[src/pkg/pmt_pkg.sv]
package pmt_pkg;

    // ****************************************
    // Sizes
    // ****************************************
    localparam int PMT_NUM_DEF = 3;
    localparam int PMT_ADDR_W = 8;
    localparam int PMT_SYS_PER_INSTR = 4;
    localparam int PMT_PRE_W = 6;
    localparam int PMT_POST_W = 4;

    // ****************************************
    // Register map
    // ****************************************
    localparam logic [7:0] PMT_INST_STRIDE = 8'h10;
    localparam logic [7:0] PMT_OFS_COUNT = 8'h00;
    localparam logic [7:0] PMT_OFS_PERIOD = 8'h04;
    localparam logic [7:0] PMT_OFS_CTRL = 8'h08;
    localparam logic [7:0] PMT_OFS_FLAG = 8'h40;
    localparam logic [7:0] PMT_OFS_ENABLE = 8'h44;

    // ****************************************
    // Reset values and fields
    // ****************************************
    localparam logic [7:0] PMT_COUNT_RST = 8'h00;
    localparam logic [7:0] PMT_PERIOD_RST = 8'hFF;
    localparam logic [7:0] PMT_CTRL_RST = 8'h00;
    localparam int PMT_POST_LSB = 3;
    localparam int PMT_ON_BIT = 2;
    localparam int PMT_PRE_LSB = 0;
    localparam logic [5:0] PMT_PRE_LAST_1 = 6'h00;
    localparam logic [5:0] PMT_PRE_LAST_4 = 6'h03;
    localparam logic [5:0] PMT_PRE_LAST_16 = 6'h0F;
    localparam logic [5:0] PMT_PRE_LAST_64 = 6'h3F;
    localparam logic [1:0] PMT_RESP_OKAY = 2'h0;
    localparam logic [1:0] PMT_RESP_SLVERR = 2'h2;

    typedef struct packed {
        logic unused;
        logic [3:0] postscale_select;
        logic timer_on;
        logic [1:0] prescale_select;
    } pmt_ctrl_s;

    typedef struct packed {
        logic hit;
        logic [1:0] inst;
        logic [2:0] kind;
    } pmt_dec_s;

    function automatic logic [5:0] pmt_pre_last(input logic [1:0] sel);
        unique case (sel)
            2'h0: pmt_pre_last = PMT_PRE_LAST_1;
            2'h1: pmt_pre_last = PMT_PRE_LAST_4;
            2'h2: pmt_pre_last = PMT_PRE_LAST_16;
            2'h3: pmt_pre_last = PMT_PRE_LAST_64;
        endcase
    endfunction

endpackage

[src/design/pmt_timer.sv]
// Our own choices: the AXI4-Lite interface to the registers and the address map.
`timescale 1ns/1ns
// Function
// Clocked only from system clock divided four
// Count increments by one per prescaled edge
// Prescaler divides by 1, 4 or 16
// Prescaler also divides by 64
// Count and period are eight bits
// Count equal period gives match output
// Match zeroes count, advances postscaler
// Postscaler ratio one to sixteen selectable
// Postscaler completion latches match flag
// Interrupt only while enable bit set
// Count and period readable and writable
// Reset: count zero, period all ones
// Count or control write clears scalers
// Every device reset clears both scalers
// Unscaled match drives PWM time base
// First instance can clock serial port
// Sleep stops counting, registers hold
// Up to three independent identical instances
// Count advances only while timer on
module pmt_timer #(
    parameter int NUM_TIMERS = pmt_pkg::PMT_NUM_DEF
) (
    // Clock and reset
    input wire logic aclk,
    input wire logic aresetn,
    // AXI4-Lite write
    input wire logic [pmt_pkg::PMT_ADDR_W-1:0] s_axi_awaddr,
    input wire logic s_axi_awvalid,
    output logic s_axi_awready,
    input wire logic [31:0] s_axi_wdata,
    input wire logic [3:0] s_axi_wstrb,
    input wire logic s_axi_wvalid,
    output logic s_axi_wready,
    output logic [1:0] s_axi_bresp,
    output logic s_axi_bvalid,
    input wire logic s_axi_bready,
    // AXI4-Lite read
    input wire logic [pmt_pkg::PMT_ADDR_W-1:0] s_axi_araddr,
    input wire logic s_axi_arvalid,
    output logic s_axi_arready,
    output logic [31:0] s_axi_rdata,
    output logic [1:0] s_axi_rresp,
    output logic s_axi_rvalid,
    input wire logic s_axi_rready,
    // Device state
    input wire logic sleep_pin,
    // Timer outputs
    output logic [NUM_TIMERS-1:0] match_out,
    output logic spi_shift_clk,
    output logic irq
);
    import pmt_pkg::*;

    // ****************************************
    // Address decode
    // ****************************************
    function automatic pmt_dec_s decode(input logic [PMT_ADDR_W-1:0] a);
        pmt_dec_s d;
        d = '0;
        if (a == PMT_OFS_FLAG) begin
            d.hit = 1'b1;
            d.kind = 3'h3;
        end else if (a == PMT_OFS_ENABLE) begin
            d.hit = 1'b1;
            d.kind = 3'h4;
        end else begin
            for (int i = 0; i < NUM_TIMERS; i++) begin
                if (a == 8'(i) * PMT_INST_STRIDE + PMT_OFS_COUNT) begin
                    d = '{1'b1, 2'(i), 3'h0};
                end
                if (a == 8'(i) * PMT_INST_STRIDE + PMT_OFS_PERIOD) begin
                    d = '{1'b1, 2'(i), 3'h1};
                end
                if (a == 8'(i) * PMT_INST_STRIDE + PMT_OFS_CTRL) begin
                    d = '{1'b1, 2'(i), 3'h2};
                end
            end
        end
        return d;
    endfunction

    // One write strobe per register kind and timer
    function automatic logic wr_sel(input logic take, input pmt_dec_s dec,
        input logic [2:0] kind, input logic [1:0] inst);
        return take && dec.hit && dec.kind == kind && dec.inst == inst;
    endfunction

    // ****************************************
    // Register state
    // ****************************************
    logic [7:0] count_reg [NUM_TIMERS];
    logic [7:0] period_reg [NUM_TIMERS];
    pmt_ctrl_s ctrl_reg [NUM_TIMERS];
    logic [PMT_PRE_W-1:0] pre_reg [NUM_TIMERS];
    logic [PMT_POST_W-1:0] post_reg [NUM_TIMERS];
    logic [NUM_TIMERS-1:0] flag_reg;
    logic [NUM_TIMERS-1:0] enable_reg;
    logic [1:0] instr_div_reg;
    logic sleep_meta_reg;
    logic sleep_reg;
    logic spi_clk_reg;

    logic aw_full_reg;
    logic w_full_reg;
    logic [PMT_ADDR_W-1:0] aw_addr_reg;
    logic [31:0] w_data_reg;
    logic w_byte0_reg;
    logic wr_fire;
    logic wr_take;
    logic wr_flag;
    logic wr_enable;
    pmt_dec_s wr_dec;
    pmt_dec_s rd_dec;
    logic [7:0] wbyte;

    logic instr_tick;
    logic [NUM_TIMERS-1:0] run;
    logic [NUM_TIMERS-1:0] pre_fire;
    logic [NUM_TIMERS-1:0] match_evt;
    logic [NUM_TIMERS-1:0] post_done;
    logic [NUM_TIMERS-1:0] flag_clr;
    logic [NUM_TIMERS-1:0] wr_count;
    logic [NUM_TIMERS-1:0] wr_period;
    logic [NUM_TIMERS-1:0] wr_ctrl;

    // ****************************************
    // AXI4-Lite write path
    // ****************************************
    assign s_axi_awready = !aw_full_reg;
    assign s_axi_wready = !w_full_reg;
    // Response waits for both halves and for the previous response to drain
    assign wr_fire = aw_full_reg && w_full_reg && !s_axi_bvalid;
    assign wr_take = wr_fire && w_byte0_reg;
    assign wr_dec = decode(aw_addr_reg);
    assign wbyte = w_data_reg[7:0];

    always_ff @(posedge aclk) begin
        if (!aresetn) begin
            aw_full_reg <= 1'b0;
            aw_addr_reg <= '0;
        end else if (s_axi_awvalid && !aw_full_reg) begin
            aw_full_reg <= 1'b1;
            aw_addr_reg <= s_axi_awaddr;
        end else if (wr_fire) begin
            aw_full_reg <= 1'b0;
        end
    end

    always_ff @(posedge aclk) begin
        if (!aresetn) begin
            w_full_reg <= 1'b0;
            w_data_reg <= '0;
            w_byte0_reg <= 1'b0;
        end else if (s_axi_wvalid && !w_full_reg) begin
            w_full_reg <= 1'b1;
            w_data_reg <= s_axi_wdata;
            w_byte0_reg <= s_axi_wstrb[0];
        end else if (wr_fire) begin
            w_full_reg <= 1'b0;
        end
    end

    always_ff @(posedge aclk) begin
        if (!aresetn) begin
            s_axi_bvalid <= 1'b0;
            s_axi_bresp <= PMT_RESP_OKAY;
        end else if (wr_fire) begin
            s_axi_bvalid <= 1'b1;
            s_axi_bresp <= wr_dec.hit ? PMT_RESP_OKAY : PMT_RESP_SLVERR;
        end else if (s_axi_bready) begin
            s_axi_bvalid <= 1'b0;
        end
    end

    // Registers hold 8 bits, so only byte lane 0 carries a write
    always_comb begin
        for (int i = 0; i < NUM_TIMERS; i++) begin
            wr_count[i] = wr_sel(wr_take, wr_dec, 3'h0, 2'(i));
            wr_period[i] = wr_sel(wr_take, wr_dec, 3'h1, 2'(i));
            wr_ctrl[i] = wr_sel(wr_take, wr_dec, 3'h2, 2'(i));
        end
    end

    assign wr_flag = wr_sel(wr_take, wr_dec, 3'h3, 2'h0);
    assign wr_enable = wr_sel(wr_take, wr_dec, 3'h4, 2'h0);

    // ****************************************
    // AXI4-Lite read path
    // ****************************************
    assign s_axi_arready = !s_axi_rvalid;
    assign rd_dec = decode(s_axi_araddr);

    always_ff @(posedge aclk) begin
        if (!aresetn) begin
            s_axi_rvalid <= 1'b0;
            s_axi_rdata <= '0;
            s_axi_rresp <= PMT_RESP_OKAY;
        end else if (s_axi_arvalid && !s_axi_rvalid) begin
            s_axi_rvalid <= 1'b1;
            s_axi_rresp <= rd_dec.hit ? PMT_RESP_OKAY : PMT_RESP_SLVERR;
            s_axi_rdata <= '0;
            // Unmapped reads answer with zero data
            if (rd_dec.hit) begin
                unique case (rd_dec.kind)
                    3'h0: s_axi_rdata[7:0] <= count_reg[rd_dec.inst];
                    3'h1: s_axi_rdata[7:0] <= period_reg[rd_dec.inst];
                    3'h2: s_axi_rdata[7:0] <= {1'b0, ctrl_reg[rd_dec.inst][6:0]};
                    3'h3: s_axi_rdata[NUM_TIMERS-1:0] <= flag_reg;
                    3'h4: s_axi_rdata[NUM_TIMERS-1:0] <= enable_reg;
                    default: s_axi_rdata <= '0;
                endcase
            end
        end else if (s_axi_rready) begin
            s_axi_rvalid <= 1'b0;
        end
    end

    // ****************************************
    // Instruction clock and sleep
    // ****************************************
    always_ff @(posedge aclk) begin
        if (!aresetn) begin
            instr_div_reg <= '0;
        end else begin
            instr_div_reg <= instr_div_reg + 2'h1;
        end
    end

    // Fixed divide by four; there is no other clock source
    assign instr_tick = instr_div_reg == 2'(PMT_SYS_PER_INSTR - 1);

    // Sleep arrives from the core's power control, outside this clock's timing
    always_ff @(posedge aclk) begin
        if (!aresetn) begin
            sleep_meta_reg <= 1'b0;
            sleep_reg <= 1'b0;
        end else begin
            sleep_meta_reg <= sleep_pin;
            sleep_reg <= sleep_meta_reg;
        end
    end

    // ****************************************
    // Timer datapath
    // ****************************************
    always_comb begin
        for (int i = 0; i < NUM_TIMERS; i++) begin
            run[i] = instr_tick && ctrl_reg[i].timer_on && !sleep_reg;
            pre_fire[i] = run[i]
                && pre_reg[i] == pmt_pre_last(ctrl_reg[i].prescale_select);
            match_evt[i] = pre_fire[i] && count_reg[i] == period_reg[i];
            post_done[i] = match_evt[i]
                && post_reg[i] == ctrl_reg[i].postscale_select;
        end
    end

    // Software writes take priority over a coincident count step
    always_ff @(posedge aclk) begin
        for (int i = 0; i < NUM_TIMERS; i++) begin
            if (!aresetn) begin
                pre_reg[i] <= '0;
            end else if (wr_count[i] || wr_ctrl[i]) begin
                pre_reg[i] <= '0;
            end else if (pre_fire[i]) begin
                pre_reg[i] <= '0;
            end else if (run[i]) begin
                pre_reg[i] <= pre_reg[i] + 6'h01;
            end
        end
    end

    // A match zeroes the count in place of a step
    always_ff @(posedge aclk) begin
        for (int i = 0; i < NUM_TIMERS; i++) begin
            if (!aresetn) begin
                count_reg[i] <= PMT_COUNT_RST;
            end else if (wr_count[i]) begin
                count_reg[i] <= wbyte;
            end else if (pre_fire[i] && !wr_ctrl[i]) begin
                if (match_evt[i]) begin
                    count_reg[i] <= 8'h00;
                end else begin
                    count_reg[i] <= count_reg[i] + 8'h01;
                end
            end
        end
    end

    // Postscaler wraps to zero on the match that sets the flag
    always_ff @(posedge aclk) begin
        for (int i = 0; i < NUM_TIMERS; i++) begin
            if (!aresetn) begin
                post_reg[i] <= '0;
            end else if (wr_count[i] || wr_ctrl[i]) begin
                post_reg[i] <= '0;
            end else if (post_done[i]) begin
                post_reg[i] <= '0;
            end else if (match_evt[i]) begin
                post_reg[i] <= post_reg[i] + 4'h1;
            end
        end
    end

    always_ff @(posedge aclk) begin
        for (int i = 0; i < NUM_TIMERS; i++) begin
            if (!aresetn) begin
                period_reg[i] <= PMT_PERIOD_RST;
            end else if (wr_period[i]) begin
                period_reg[i] <= wbyte;
            end
        end
    end

    // Bit 7 is unimplemented and always reads zero
    always_ff @(posedge aclk) begin
        for (int i = 0; i < NUM_TIMERS; i++) begin
            if (!aresetn) begin
                ctrl_reg[i] <= PMT_CTRL_RST;
            end else if (wr_ctrl[i]) begin
                ctrl_reg[i] <= {1'b0, wbyte[6:0]};
            end
        end
    end

    // ****************************************
    // Interrupt flags
    // ****************************************
    assign flag_clr = wr_flag ? wbyte[NUM_TIMERS-1:0] : '0;

    // A completion in the clearing cycle survives the clear
    always_ff @(posedge aclk) begin
        if (!aresetn) begin
            flag_reg <= '0;
        end else begin
            flag_reg <= (flag_reg & ~flag_clr) | post_done;
        end
    end

    always_ff @(posedge aclk) begin
        if (!aresetn) begin
            enable_reg <= '0;
        end else if (wr_enable) begin
            enable_reg <= wbyte[NUM_TIMERS-1:0];
        end
    end

    assign irq = |(flag_reg & enable_reg);

    // ****************************************
    // Match outputs
    // ****************************************
    always_ff @(posedge aclk) begin
        if (!aresetn) begin
            match_out <= '0;
        end else begin
            match_out <= match_evt;
        end
    end

    // Halved match rate gives the serial port a square shift clock
    always_ff @(posedge aclk) begin
        if (!aresetn) begin
            spi_clk_reg <= 1'b0;
        end else if (match_evt[0]) begin
            spi_clk_reg <= !spi_clk_reg;
        end
    end

    assign spi_shift_clk = spi_clk_reg;

endmodule

[config.mk]
export PLATFORM = sky130hd
export DESIGN_NAME = pmt_timer
export DESIGN_NICKNAME = d
export VERILOG_FILES = /design/src/pkg/pmt_pkg.sv /design/src/design/pmt_timer.sv
export SDC_FILE = /design/constraint.sdc
export NUM_CORES = 1
export LEC_CHECK = 0
export BUFFER_PORTS_ARGS = -buffer_cell sky130_fd_sc_hd__buf_2
export CORE_UTILIZATION = 60
export DETAILED_ROUTE_END_ITERATION = 8
export GPL_ROUTABILITY_DRIVEN = 0
export PLACE_DENSITY = 0.83
export SYNTH_ARGS = -nofsm -noshare
export SYNTH_HDL_FRONTEND = slang
export SYNTH_SLANG_ARGS = --single-unit
[constraint.sdc]
create_clock -name aclk -period 6.45 [get_ports aclk]
set_input_delay 0.9675 -clock aclk [delete_from_list [all_inputs] [get_ports aclk]]
set_output_delay 0.9675 -clock aclk [all_outputs]
set_load 0.02 [all_outputs]
Word-level counts from Yosys, hierarchy flattened. Memory sizes are Yosys's and may differ from the RTL's. Cells that the tools add are included.

Divide/modulo/power cells: 0. Shifts and indexed selects: 0. Bitwise logic cells: 37. Multiply operators: 0. $lt $le $gt $ge: 0. Add/sub/neg operators: 10. Reduce and logical (&&, ||, !) cells: 66. Multiplexer cells: 197. Equal/unequal tests: 49.

Operator list (number): $mux 6 (27); $mux 1 (129); $mux 8 (13); $pmux 6 s4 (3); $eq 8x5->1 const B (6); $eq 8x6->1 const B (6); $logic_and 1x1->1 (41); $mux 4 (9); $or 1x1->1 (33); $eq 8x7->1 const B (4); $add 8x1->8 const B (3); $eq 8x8->1 (3); $mux 7 (3); $add 6x1->6 const B (3); $eq 6x6->1 (3); $eq 2x2->1 const B (8); $eq 8x3->1 const B (2); $eq 8x4->1 const B (2); $logic_not 8->1 (2); $mux 3 (5); $pmux 3 s5 (1); $pmux 5 s3 (1); $add 4x1->4 const B (3); $eq 3x2->1 const B (4); other kinds (15) (45).

Latch bits: 0. Output and inout port bits: 46. Input bits: 60. RAM bits: 99. Word-level logic and storage cells: 381. Memories: 5. Bits in read-only memories: 0. Register bits after elaboration: 71.

Memory list: count_reg (depth 3, bits a word 8, read ports 4, clocked after memory_dff 0, write ports 3, RTL line pmt_timer.sv:94) `logic [7:0] count_reg [NUM_TIMERS];`; period_reg (depth 3, bits a word 8, read ports 4, clocked after memory_dff 0, write ports 3, RTL line pmt_timer.sv:95) `logic [7:0] period_reg [NUM_TIMERS];`; ctrl_reg (depth 3, bits a word 7, read ports 4, clocked after memory_dff 0, write ports 3, RTL line pmt_timer.sv:96) `pmt_ctrl_s ctrl_reg [NUM_TIMERS];`; pre_reg (depth 3, bits a word 6, read ports 3, clocked after memory_dff 0, write ports 3, RTL line pmt_timer.sv:97) `logic [PMT_PRE_W-1:0] pre_reg [NUM_TIMERS];`; post_reg (depth 3, bits a word 4, read ports 3, clocked after memory_dff 0, write ports 3, RTL line pmt_timer.sv:98) `logic [PMT_POST_W-1:0] post_reg [NUM_TIMERS];`.

Logic depth before layout (Yosys ltp). Gate-level depths: netlist (run 1).

Word-level depth: 23. Mapped depth: 8. Gate-level depth less buffers: 7.

Worst setup path before layout (run 1). No wires, ideal clock.

Path kind: in2reg. From: in s_axi_araddr[4] in the netlist's numbering. To: reg s_axi_rdata[3]. Cell stages on the path: 7. Arrival: 2.750 ns. Library setup time: 0.117 ns. Data required time: 6.333 ns. Path buffers: 1. Setup slack: 3.583 ns. Cell sequence: or4b_1 o31a_2 or4_4 buf_6 a222oi_1 nand2_1 a22o_1.

Word-level cells in the longest chain between the ends: 14. Elaborated cells between the ends (all ways): 34. Classes of those cells: 12 x eq/ne; 17 x mux; 2 x reduce/logical; 3 x memory.

Ends and longest elaborated chain: start, declared (RTL line pmt_timer.sv:41) `input wire logic [pmt_pkg::PMT_ADDR_W-1:0] s_axi_araddr,`; $eq 8x3->1 (RTL line pmt_timer.sv:74) `if (a == 8'(i) * PMT_INST_STRIDE + PMT_OFS_PERIOD) begin`; $mux 6 (RTL line pmt_timer.sv:74); $mux 6 (RTL line pmt_timer.sv:77) `if (a == 8'(i) * PMT_INST_STRIDE + PMT_OFS_CTRL) begin`; $mux 6 (RTL line pmt_timer.sv:71) `if (a == 8'(i) * PMT_INST_STRIDE + PMT_OFS_COUNT) begin`; $mux 6 (RTL line pmt_timer.sv:74); $mux 6 (RTL line pmt_timer.sv:77); $mux 6 (RTL line pmt_timer.sv:71); $mux 6 (RTL line pmt_timer.sv:74); $mux 6 (RTL line pmt_timer.sv:77); $mux 2 / $mux 3 (equally long branches) (RTL line pmt_timer.sv:66) `end else if (a == PMT_OFS_ENABLE) begin`; $mux 2 / $mux 3 (equally long branches) (RTL line pmt_timer.sv:63) `if (a == PMT_OFS_FLAG) begin`; $mem_v2 3x7 (tied with other cells); $pmux 5 s3 (RTL line pmt_timer.sv:207) `unique case (rd_dec.kind)`; $mux 8 (*) (RTL line pmt_timer.sv:206) `if (rd_dec.hit) begin`; end signal, assigned (RTL line pmt_timer.sv:208) `3'h0: s_axi_rdata[7:0] <= count_reg[rd_dec.inst];`; end signal, assigned (RTL line pmt_timer.sv:209) `3'h1: s_axi_rdata[7:0] <= period_reg[rd_dec.inst];`; end signal, assigned (RTL line pmt_timer.sv:210) `3'h2: s_axi_rdata[7:0] <= {1'b0, ctrl_reg[rd_dec.inst][6:0]};`; end, declared (RTL line pmt_timer.sv:44) `output logic [31:0] s_axi_rdata,`.

Mark *: on every way between the ends. The rest lies on a longest branch, timed or not. A chain may end at the register's enable or synchronous reset.

==> run metrics, run 1 <==
Comb power frac=0.072; Post-DRT Antenna Nets=0; RR Startpoint=aw_addr_reg[0]$_SDFFE_PN0P_; required time of the worst setup path=6490 ps; top post-synthesis cells by area=edfxtp_1 (38%), dfxtp_1 (11%), xor2_1 (5.0%), nand2_1 (4.1%), nor2_1 (3.5%); Mean Syn Cell Area=10.0 um^2; asr flop ratio synth=0; core area=12700 um^2; Worst Setup Path Type=reg -> reg; Pleak=3.21 nW; post-synth top area share=0.377; Area Overhead vs Synth=11.1%; internal power=0.00168 W; adder-cell area share of the yosys netlist=0.0171; Util after Layout=0.689; total CTS buffers=17; reg2reg path depth=5; element type at the critical path end=flop; Power Density=253 nW/um^2; layout cell share with drive strength beyond 1=0.155; # setup viols final=0; Distinct cells, synth=68; Peak VDD IR=0.181 mV; post-CTS sizing=0; fin crit period=3490 ps; Std-Cell Rows=41; RSZ-0062 raised after global routing=false; Synth Register Bits=144; via/cell ratio=6.23; WL/cell=19.4 um; sequential fraction of the synthesis area=0.491; GRT Util Overall=0.306; cts hold-fix bufs=0; period utilisation layout=0.541; DRC viols=0; Synth area leader=edfxtp_1; post-synthesis cell count=785; initial core utilization=0.620; clk buf depth=2; synthesized area=7890 um^2; vias in the first global route=5970; WHS Path Cells=1; switch share=0.243; Root Buffer=clkbuf_16; CTS tree=built; Crit. Startpoint=aw_addr_reg[0]$_SDFFE_PN0P_; Compound-Gate Fraction of Synth Area=0.0968; Hold Path Sink=instr_div_reg[0]$_SDFF_PN0_; Final Hold Vio Count=0; Clk pwr share=0.449; total wire length=19.6 mm; hold path start=instr_div_reg[0]$_SDFF_PN0_; post-synthesis mux area share=0.0438; Sw Pwr=0.000540 W; Max-cap violations=0; Clk Latency, worst-skew pair=430 ps; Top FF cell, synth=edfxtp_1; CP Launch Type=flop; io pins=106; CTS H-tree depth=4; Die X-Extent=117 um; drt pass-1 iters=6; worst-path maximum fanout=12; clk_skew=10.9 ps; Die H=117 um; Worst Hold Class=reg -> reg; IO buf count=52; Post-Synth Simple-Gate Area=0.219; die area=13600 um^2; Seq pwr share=0.479; status=completed; initial DRC count=817; initial antenna violation count=0; clock slew at reported path FFs=60 ps; flop2flop setup slack=2960 ps; EDFF count, synth=99; NumNets Final=896; via count=6298; diodes inserted=0; grt ovf=0; f_max=287 MHz; worst-margin pin slew=1330 ps; worst path arrival time=3530 ps; Max Slew Vio Count=0; Max-slew headroom=0.105; # Post-CTS Setup Buffers=0; Synth Area in XOR/XNOR=0.0822; largest family of logic cells by synthesized area=simple AND/OR/NAND/NOR gates; global-route wire length before repair=30.7 mm; reg2reg end=count_reg[2][4]$_SDFFCE_PN0P_; clk sink count=144; Setup TNS=0 ps; dpl hpwl=13.9 mm; largest net degree at the start of global routing=42; Ys Warns=0
per-stage QoR:
step           power (W)  setup WS, ps  std cells  hold slack [ps]  instance area, um^2
3_5_place_dp     0.00124          2880        979              420                 8150
6_report         0.00222          2960       1011              427                 8760
5_1_grt          0.00228          2850       1011              452                 8760
4_1_cts          0.00222          3090       1011              428                 8760
3_3_place_gp     0.00123          2960        979              407                 8150
2_1_floorplan    0.00119          3580        810              399                 7980
routing by layer:
metal	up-vias	wire length, um	global-route usage
met5	-	0	0
met4	0	720	0.160
met3	69	2060	0.0856
met2	415	9230	0.488
met1	2961	7560	0.381
li1	2853	-	-
cell usage in the layout (no fill, tap or decap), types with 5 or more instances in the layout:
cell type,n
xnor2_1,29
a21oi_1,24
a222oi_1,5
edfxtp_1,99
xor2_1,45
o31ai_1,10
conb_1,26
or3_1,7
nand4_1,5
nand2b_1,9
mux2i_1,21
buf_2,52
or4_1,5
nand3_1,41
nor4_1,10
o41ai_1,7
o21ai_0,15
or2_2,26
nor2b_1,6
nand2_1,86
and3_1,8
nor3_1,17
o2bb2ai_1,7
and2_1,30
ha_1,10
nor2_1,74
mux2_2,12
clkbuf_16,21
inv_1,18
dfxtp_1,45
worst max-delay path by stage:
stage | slack, ps | endpoint | depth (start not counted)
2_1_floorplan | 3580 | s_axi_rdata[3]$_SDFFE_PN0P_ | 7
3_3_place_gp | 2960 | s_axi_rdata[5]$_SDFFE_PN0P_ | 7
3_5_place_dp | 2880 | s_axi_rdata[4]$_SDFFE_PN0P_ | 7
4_1_cts | 3090 | count_reg[2][4]$_SDFFCE_PN0P_ | 5
5_1_grt | 2850 | count_reg[2][4]$_SDFFCE_PN0P_ | 5
6_report | 2960 | count_reg[2][4]$_SDFFCE_PN0P_ | 5
final cells by class:
class	count	area [um^2]
Timing Repair Buffer	54	275
Inverter	18	67.6
Multi-Input combinational cell	591	3710
Sequential cell	144	3870
Fill cell	934	3960
Clock inverter	8	61.3
Clock buffer	24	557
Tap cell	172	215
logic make-up (layout without fill, tap and decap cells):
| family | after synthesis | in the layout |
|---|---|---|
| xor gates and xnor gates | 74 | 74 |
| other | 1 | 26 |
| and+or+nand+nor | 341 | 341 |
| AOI/OAI and AO/OA | 106 | 106 |
| DFF | 144 | 144 |
| muxes | 33 | 33 |
| buffers and inverters | 75 | 104 |
| adders and majority gates | 11 | 11 |
cell usage after synthesis (9+ instances only):
cell type  instances
xnor2_1           29
nor4_1            10
clkbuf_1          17
a21oi_1           24
edfxtp_1          99
nand3_1           41
dfxtp_1           45
or2_2             26
nand2b_1           9
buf_4             26
mux2i_1           21
mux2_2            12
and2_1            30
o31ai_1           10
inv_1             18
o21ai_0           15
xor2_1            45
nor3_1            17
nand2_1           86
ha_1              10
nor2_1            74
power by group through the flow:
stage,Clock [W],Combinational [W],Sequential [W]
4_1_cts,0.000998,0.000157,0.00106
3_3_place_gp,0,0.000148,0.00108
5_1_grt,0.00104,0.000175,0.00107
6_report,0.000996,0.000159,0.00106
3_5_place_dp,0,0.000155,0.00108
2_1_floorplan,0,0.000130,0.00106
critical path, stage by stage, from the launching register on:
cell and delay [ps]:
dfxtp_1 320, nor4_1 660, nand3_1 140, a21oi_1 340, o2111ai_1 500, o21ai_0 1140
Power figures use the tool's default switching activity.
==> inputs of run 2 (changes only) <==
- ABC_AREA: not set -> 1
- CORE_UTILIZATION: 60 -> 59
- PLACE_DENSITY: 0.83 -> 0.81
- clock period: 6.45 -> 3.3 ns (I/O delays scaled with it)
==> run 2 against run 1 <==
  * Combinational power increased by 140%
  * Highest routed layer unchanged
  * Largest power group unchanged
  * Synthesized cell count up 24%
  * Critical endpoint is now count_reg[2][2]$_SDFFCE_PN0P_
  * Largest cell class unchanged
  * Clock power rose by 73%
  * Utilization fell by 1.5 points
==> run metrics, run 2 <==
Power Density=460 nW/um^2; initial antenna violation count=0; f_max=380 MHz; total wire length=19.7 mm; Root Buffer=clkbuf_16; CTS tree=built; Area Overhead vs Synth=9.62%; top-count cell post-synth=nand2_1; status=completed; met3 usage=0.0623; top post-synthesis cells by area=edfxtp_1 (36%), dfxtp_1 (11%), nand2_1 (9.1%), nor2_1 (6.2%), nand3_1 (5.0%); Die X-Extent=120 um; via/cell ratio=5.66; asr flop ratio synth=0; post-synthesis cell count=976; global-route wire length before repair=31.8 mm; Top FF cell, synth=edfxtp_1; drt pass-1 iters=5; delay of the slowest critical-path stage=360 ps; WHS Path Cells=3; worst path arrival time=2720 ps; period utilisation layout=0.797; M1 GR Usage=0.383; die area=14400 um^2; Critical Path Slowest Stage Cell=nand2_1; most frequent CP cell=nand2_1; WL/cell=16.2 um; initial core utilization=0.614; core area=13400 um^2; IO buf count=52; Worst Setup Path Type=reg -> reg; Distinct cells, synth=44; io pins=106; clk_skew=8.99 ps; Post-synth top cells=nand2_1 (199), nor2_1 (135), edfxtp_1 (99), nand3_1 (83), inv_1 (80); worst-margin pin slew=1180 ps; reg2reg end=count_reg[2][2]$_SDFFCE_PN0P_; RR Startpoint=aw_addr_reg[6]$_SDFFE_PN0P_; Setup TNS=0 ps; Worst Hold Class=in -> reg; via count=6889; synthesized area=8230 um^2; Mean Syn Cell Area=8.44 um^2; EDFF count, synth=99; flop2flop setup slack=670 ps; clk buf depth=2; Post-DRT Antenna Nets=0; hold_ws=262 ps; Hold Path Sink=sleep_meta_reg$_SDFF_PN0_; grt peak-use layer=met2; required time of the worst setup path=3390 ps; grt ovf=0; reg2reg path depth=9; Max-slew headroom=0.203; fin crit period=2630 ps; commonest non-fill, non-tap cell in the layout=nand2_1; RSZ-0062 raised after global routing=false; post-CTS sizing=0; initial DRC count=669; Pleak=3.65 nW; Synth area leader=edfxtp_1; post-synth top area share=0.361; vias in the first global route=6316; diodes inserted=0; CTS H-tree depth=4; total CTS buffers=17; Std-Cell Rows=42; Final Hold Vio Count=0; commonest cells after routing, fill and taps aside=nand2_1 (199), nor2_1 (135), edfxtp_1 (99), nand3_1 (83), inv_1 (80); sequential fraction of the synthesis area=0.471; clock slew at reported path FFs=60 ps; dpl hpwl=14.2 mm; hold path start=sleep_pin; NumNets Final=1099; Synth Register Bits=144; GR Util met2=0.449; cts hold-fix bufs=0; Die H=120 um; Crit. Startpoint=aw_addr_reg[6]$_SDFFE_PN0P_; DRC viols=0; CP Launch Type=flop; Peak VDD IR=0.321 mV; largest net degree at the start of global routing=39; element type at the critical path end=flop; GRT Util Overall=0.289; Max Slew Vio Count=0; layout cell share with drive strength beyond 1=0.137; CP cell instances=nor2_4 -> o21ai_2 -> inv_1 -> nand4_1 -> nor2_1 -> nand2_1 -> nand2_1 -> o21bai_2 -> nand2_1; clk sink count=144; Clk Latency, worst-skew pair=430 ps; fillcell total=1109; Ys Warns=0; # setup viols final=0; worst-path maximum fanout=9; # Post-CTS Setup Buffers=0; Max-cap violations=0
==> run 2: report_power, final <==
| group | switching [W] | leakage, nW | internal, W |
|---|---|---|---|
| combinational | 0.000266 | 2.09 | 0.000110 |
| sequential | 0.0000683 | 1.30 | 0.00199 |
| clock | 0.000705 | 0.262 | 0.00101 |
==> run 2: routing by layer <==
metal | routed length, um | vias up | share of wire
met3 | 1920 | 60 | 0.098
met4 | 811 | 0 | 0.041
met5 | 0 | - | 0
met1 | 8060 | 3141 | 0.41
met2 | 8920 | 380 | 0.45
li1 | - | 3308 | -
==> run 2: how the worst max path moves through the flow <==
stage | to | slack (ps)
after floorplan | ctrl_reg[0][0]$_SDFFCE_PN0P_ | 1240
after global placement | count_reg[2][3]$_SDFFCE_PN0P_ | 810
after detailed placement | count_reg[2][3]$_SDFFCE_PN0P_ | 790
after CTS | count_reg[2][3]$_SDFFCE_PN0P_ | 750
after global routing | count_reg[2][1]$_SDFFCE_PN0P_ | 490
final | count_reg[2][2]$_SDFFCE_PN0P_ | 670
==> run 2: logic make-up (layout without fill, tap and decap cells) <==
| logic type | Yosys count | after routing | synth area share |
|---|---|---|---|
| buffers and inverters | 144 | 185 | 0.0845 |
| DFF | 144 | 144 | 0.471 |
| other | 1 | 26 | 0.000455 |
| and+or+nand+nor | 506 | 506 | 0.290 |
| AOI/OAI and AO/OA | 106 | 106 | 0.0698 |
| xor gates and xnor gates | 65 | 65 | 0.0691 |
| adders and majority gates | 10 | 10 | 0.0152 |
==> run 2: area by class of cell <==
| class | instances | area (um^2) | share of cell area |
|---|---|---|---|
| repair buffers | 55 | 283 | 0.0313 |
| clock buffers | 26 | 489 | 0.0542 |
| multi-input cells | 713 | 3760 | 0.416 |
| inverters | 98 | 368 | 0.0408 |
| flip-flops and latches | 144 | 3870 | 0.429 |
| well taps | 176 | 220 | 0.0244 |
| clock inverters | 6 | 33.8 | 0.00374 |
==> run 2: metrics by stage <==
step | utilization | worst slack, ps | cell area (um^2) | instances | power [W]
floorplan | - | 1240 | 8330 | 1001 | 0.00237
global placement | 0.634 | 814 | 8500 | 1186 | 0.00245
detailed placement | 0.634 | 788 | 8500 | 1186 | 0.00246
CTS | 0.673 | 747 | 9020 | 1218 | 0.00414
global route | 0.673 | 495 | 9020 | 1218 | 0.00428
finish | 0.673 | 671 | 9020 | 1218 | 0.00415
==> run 2: worst max-delay path, delay by kind of cell, from the launching register on <==
kind	cells	cell delay, ps
and+or+nand+nor	6	1480
buffers and inverters	1	50
AOI/OAI and AO/OA	2	400
DFF	1	350
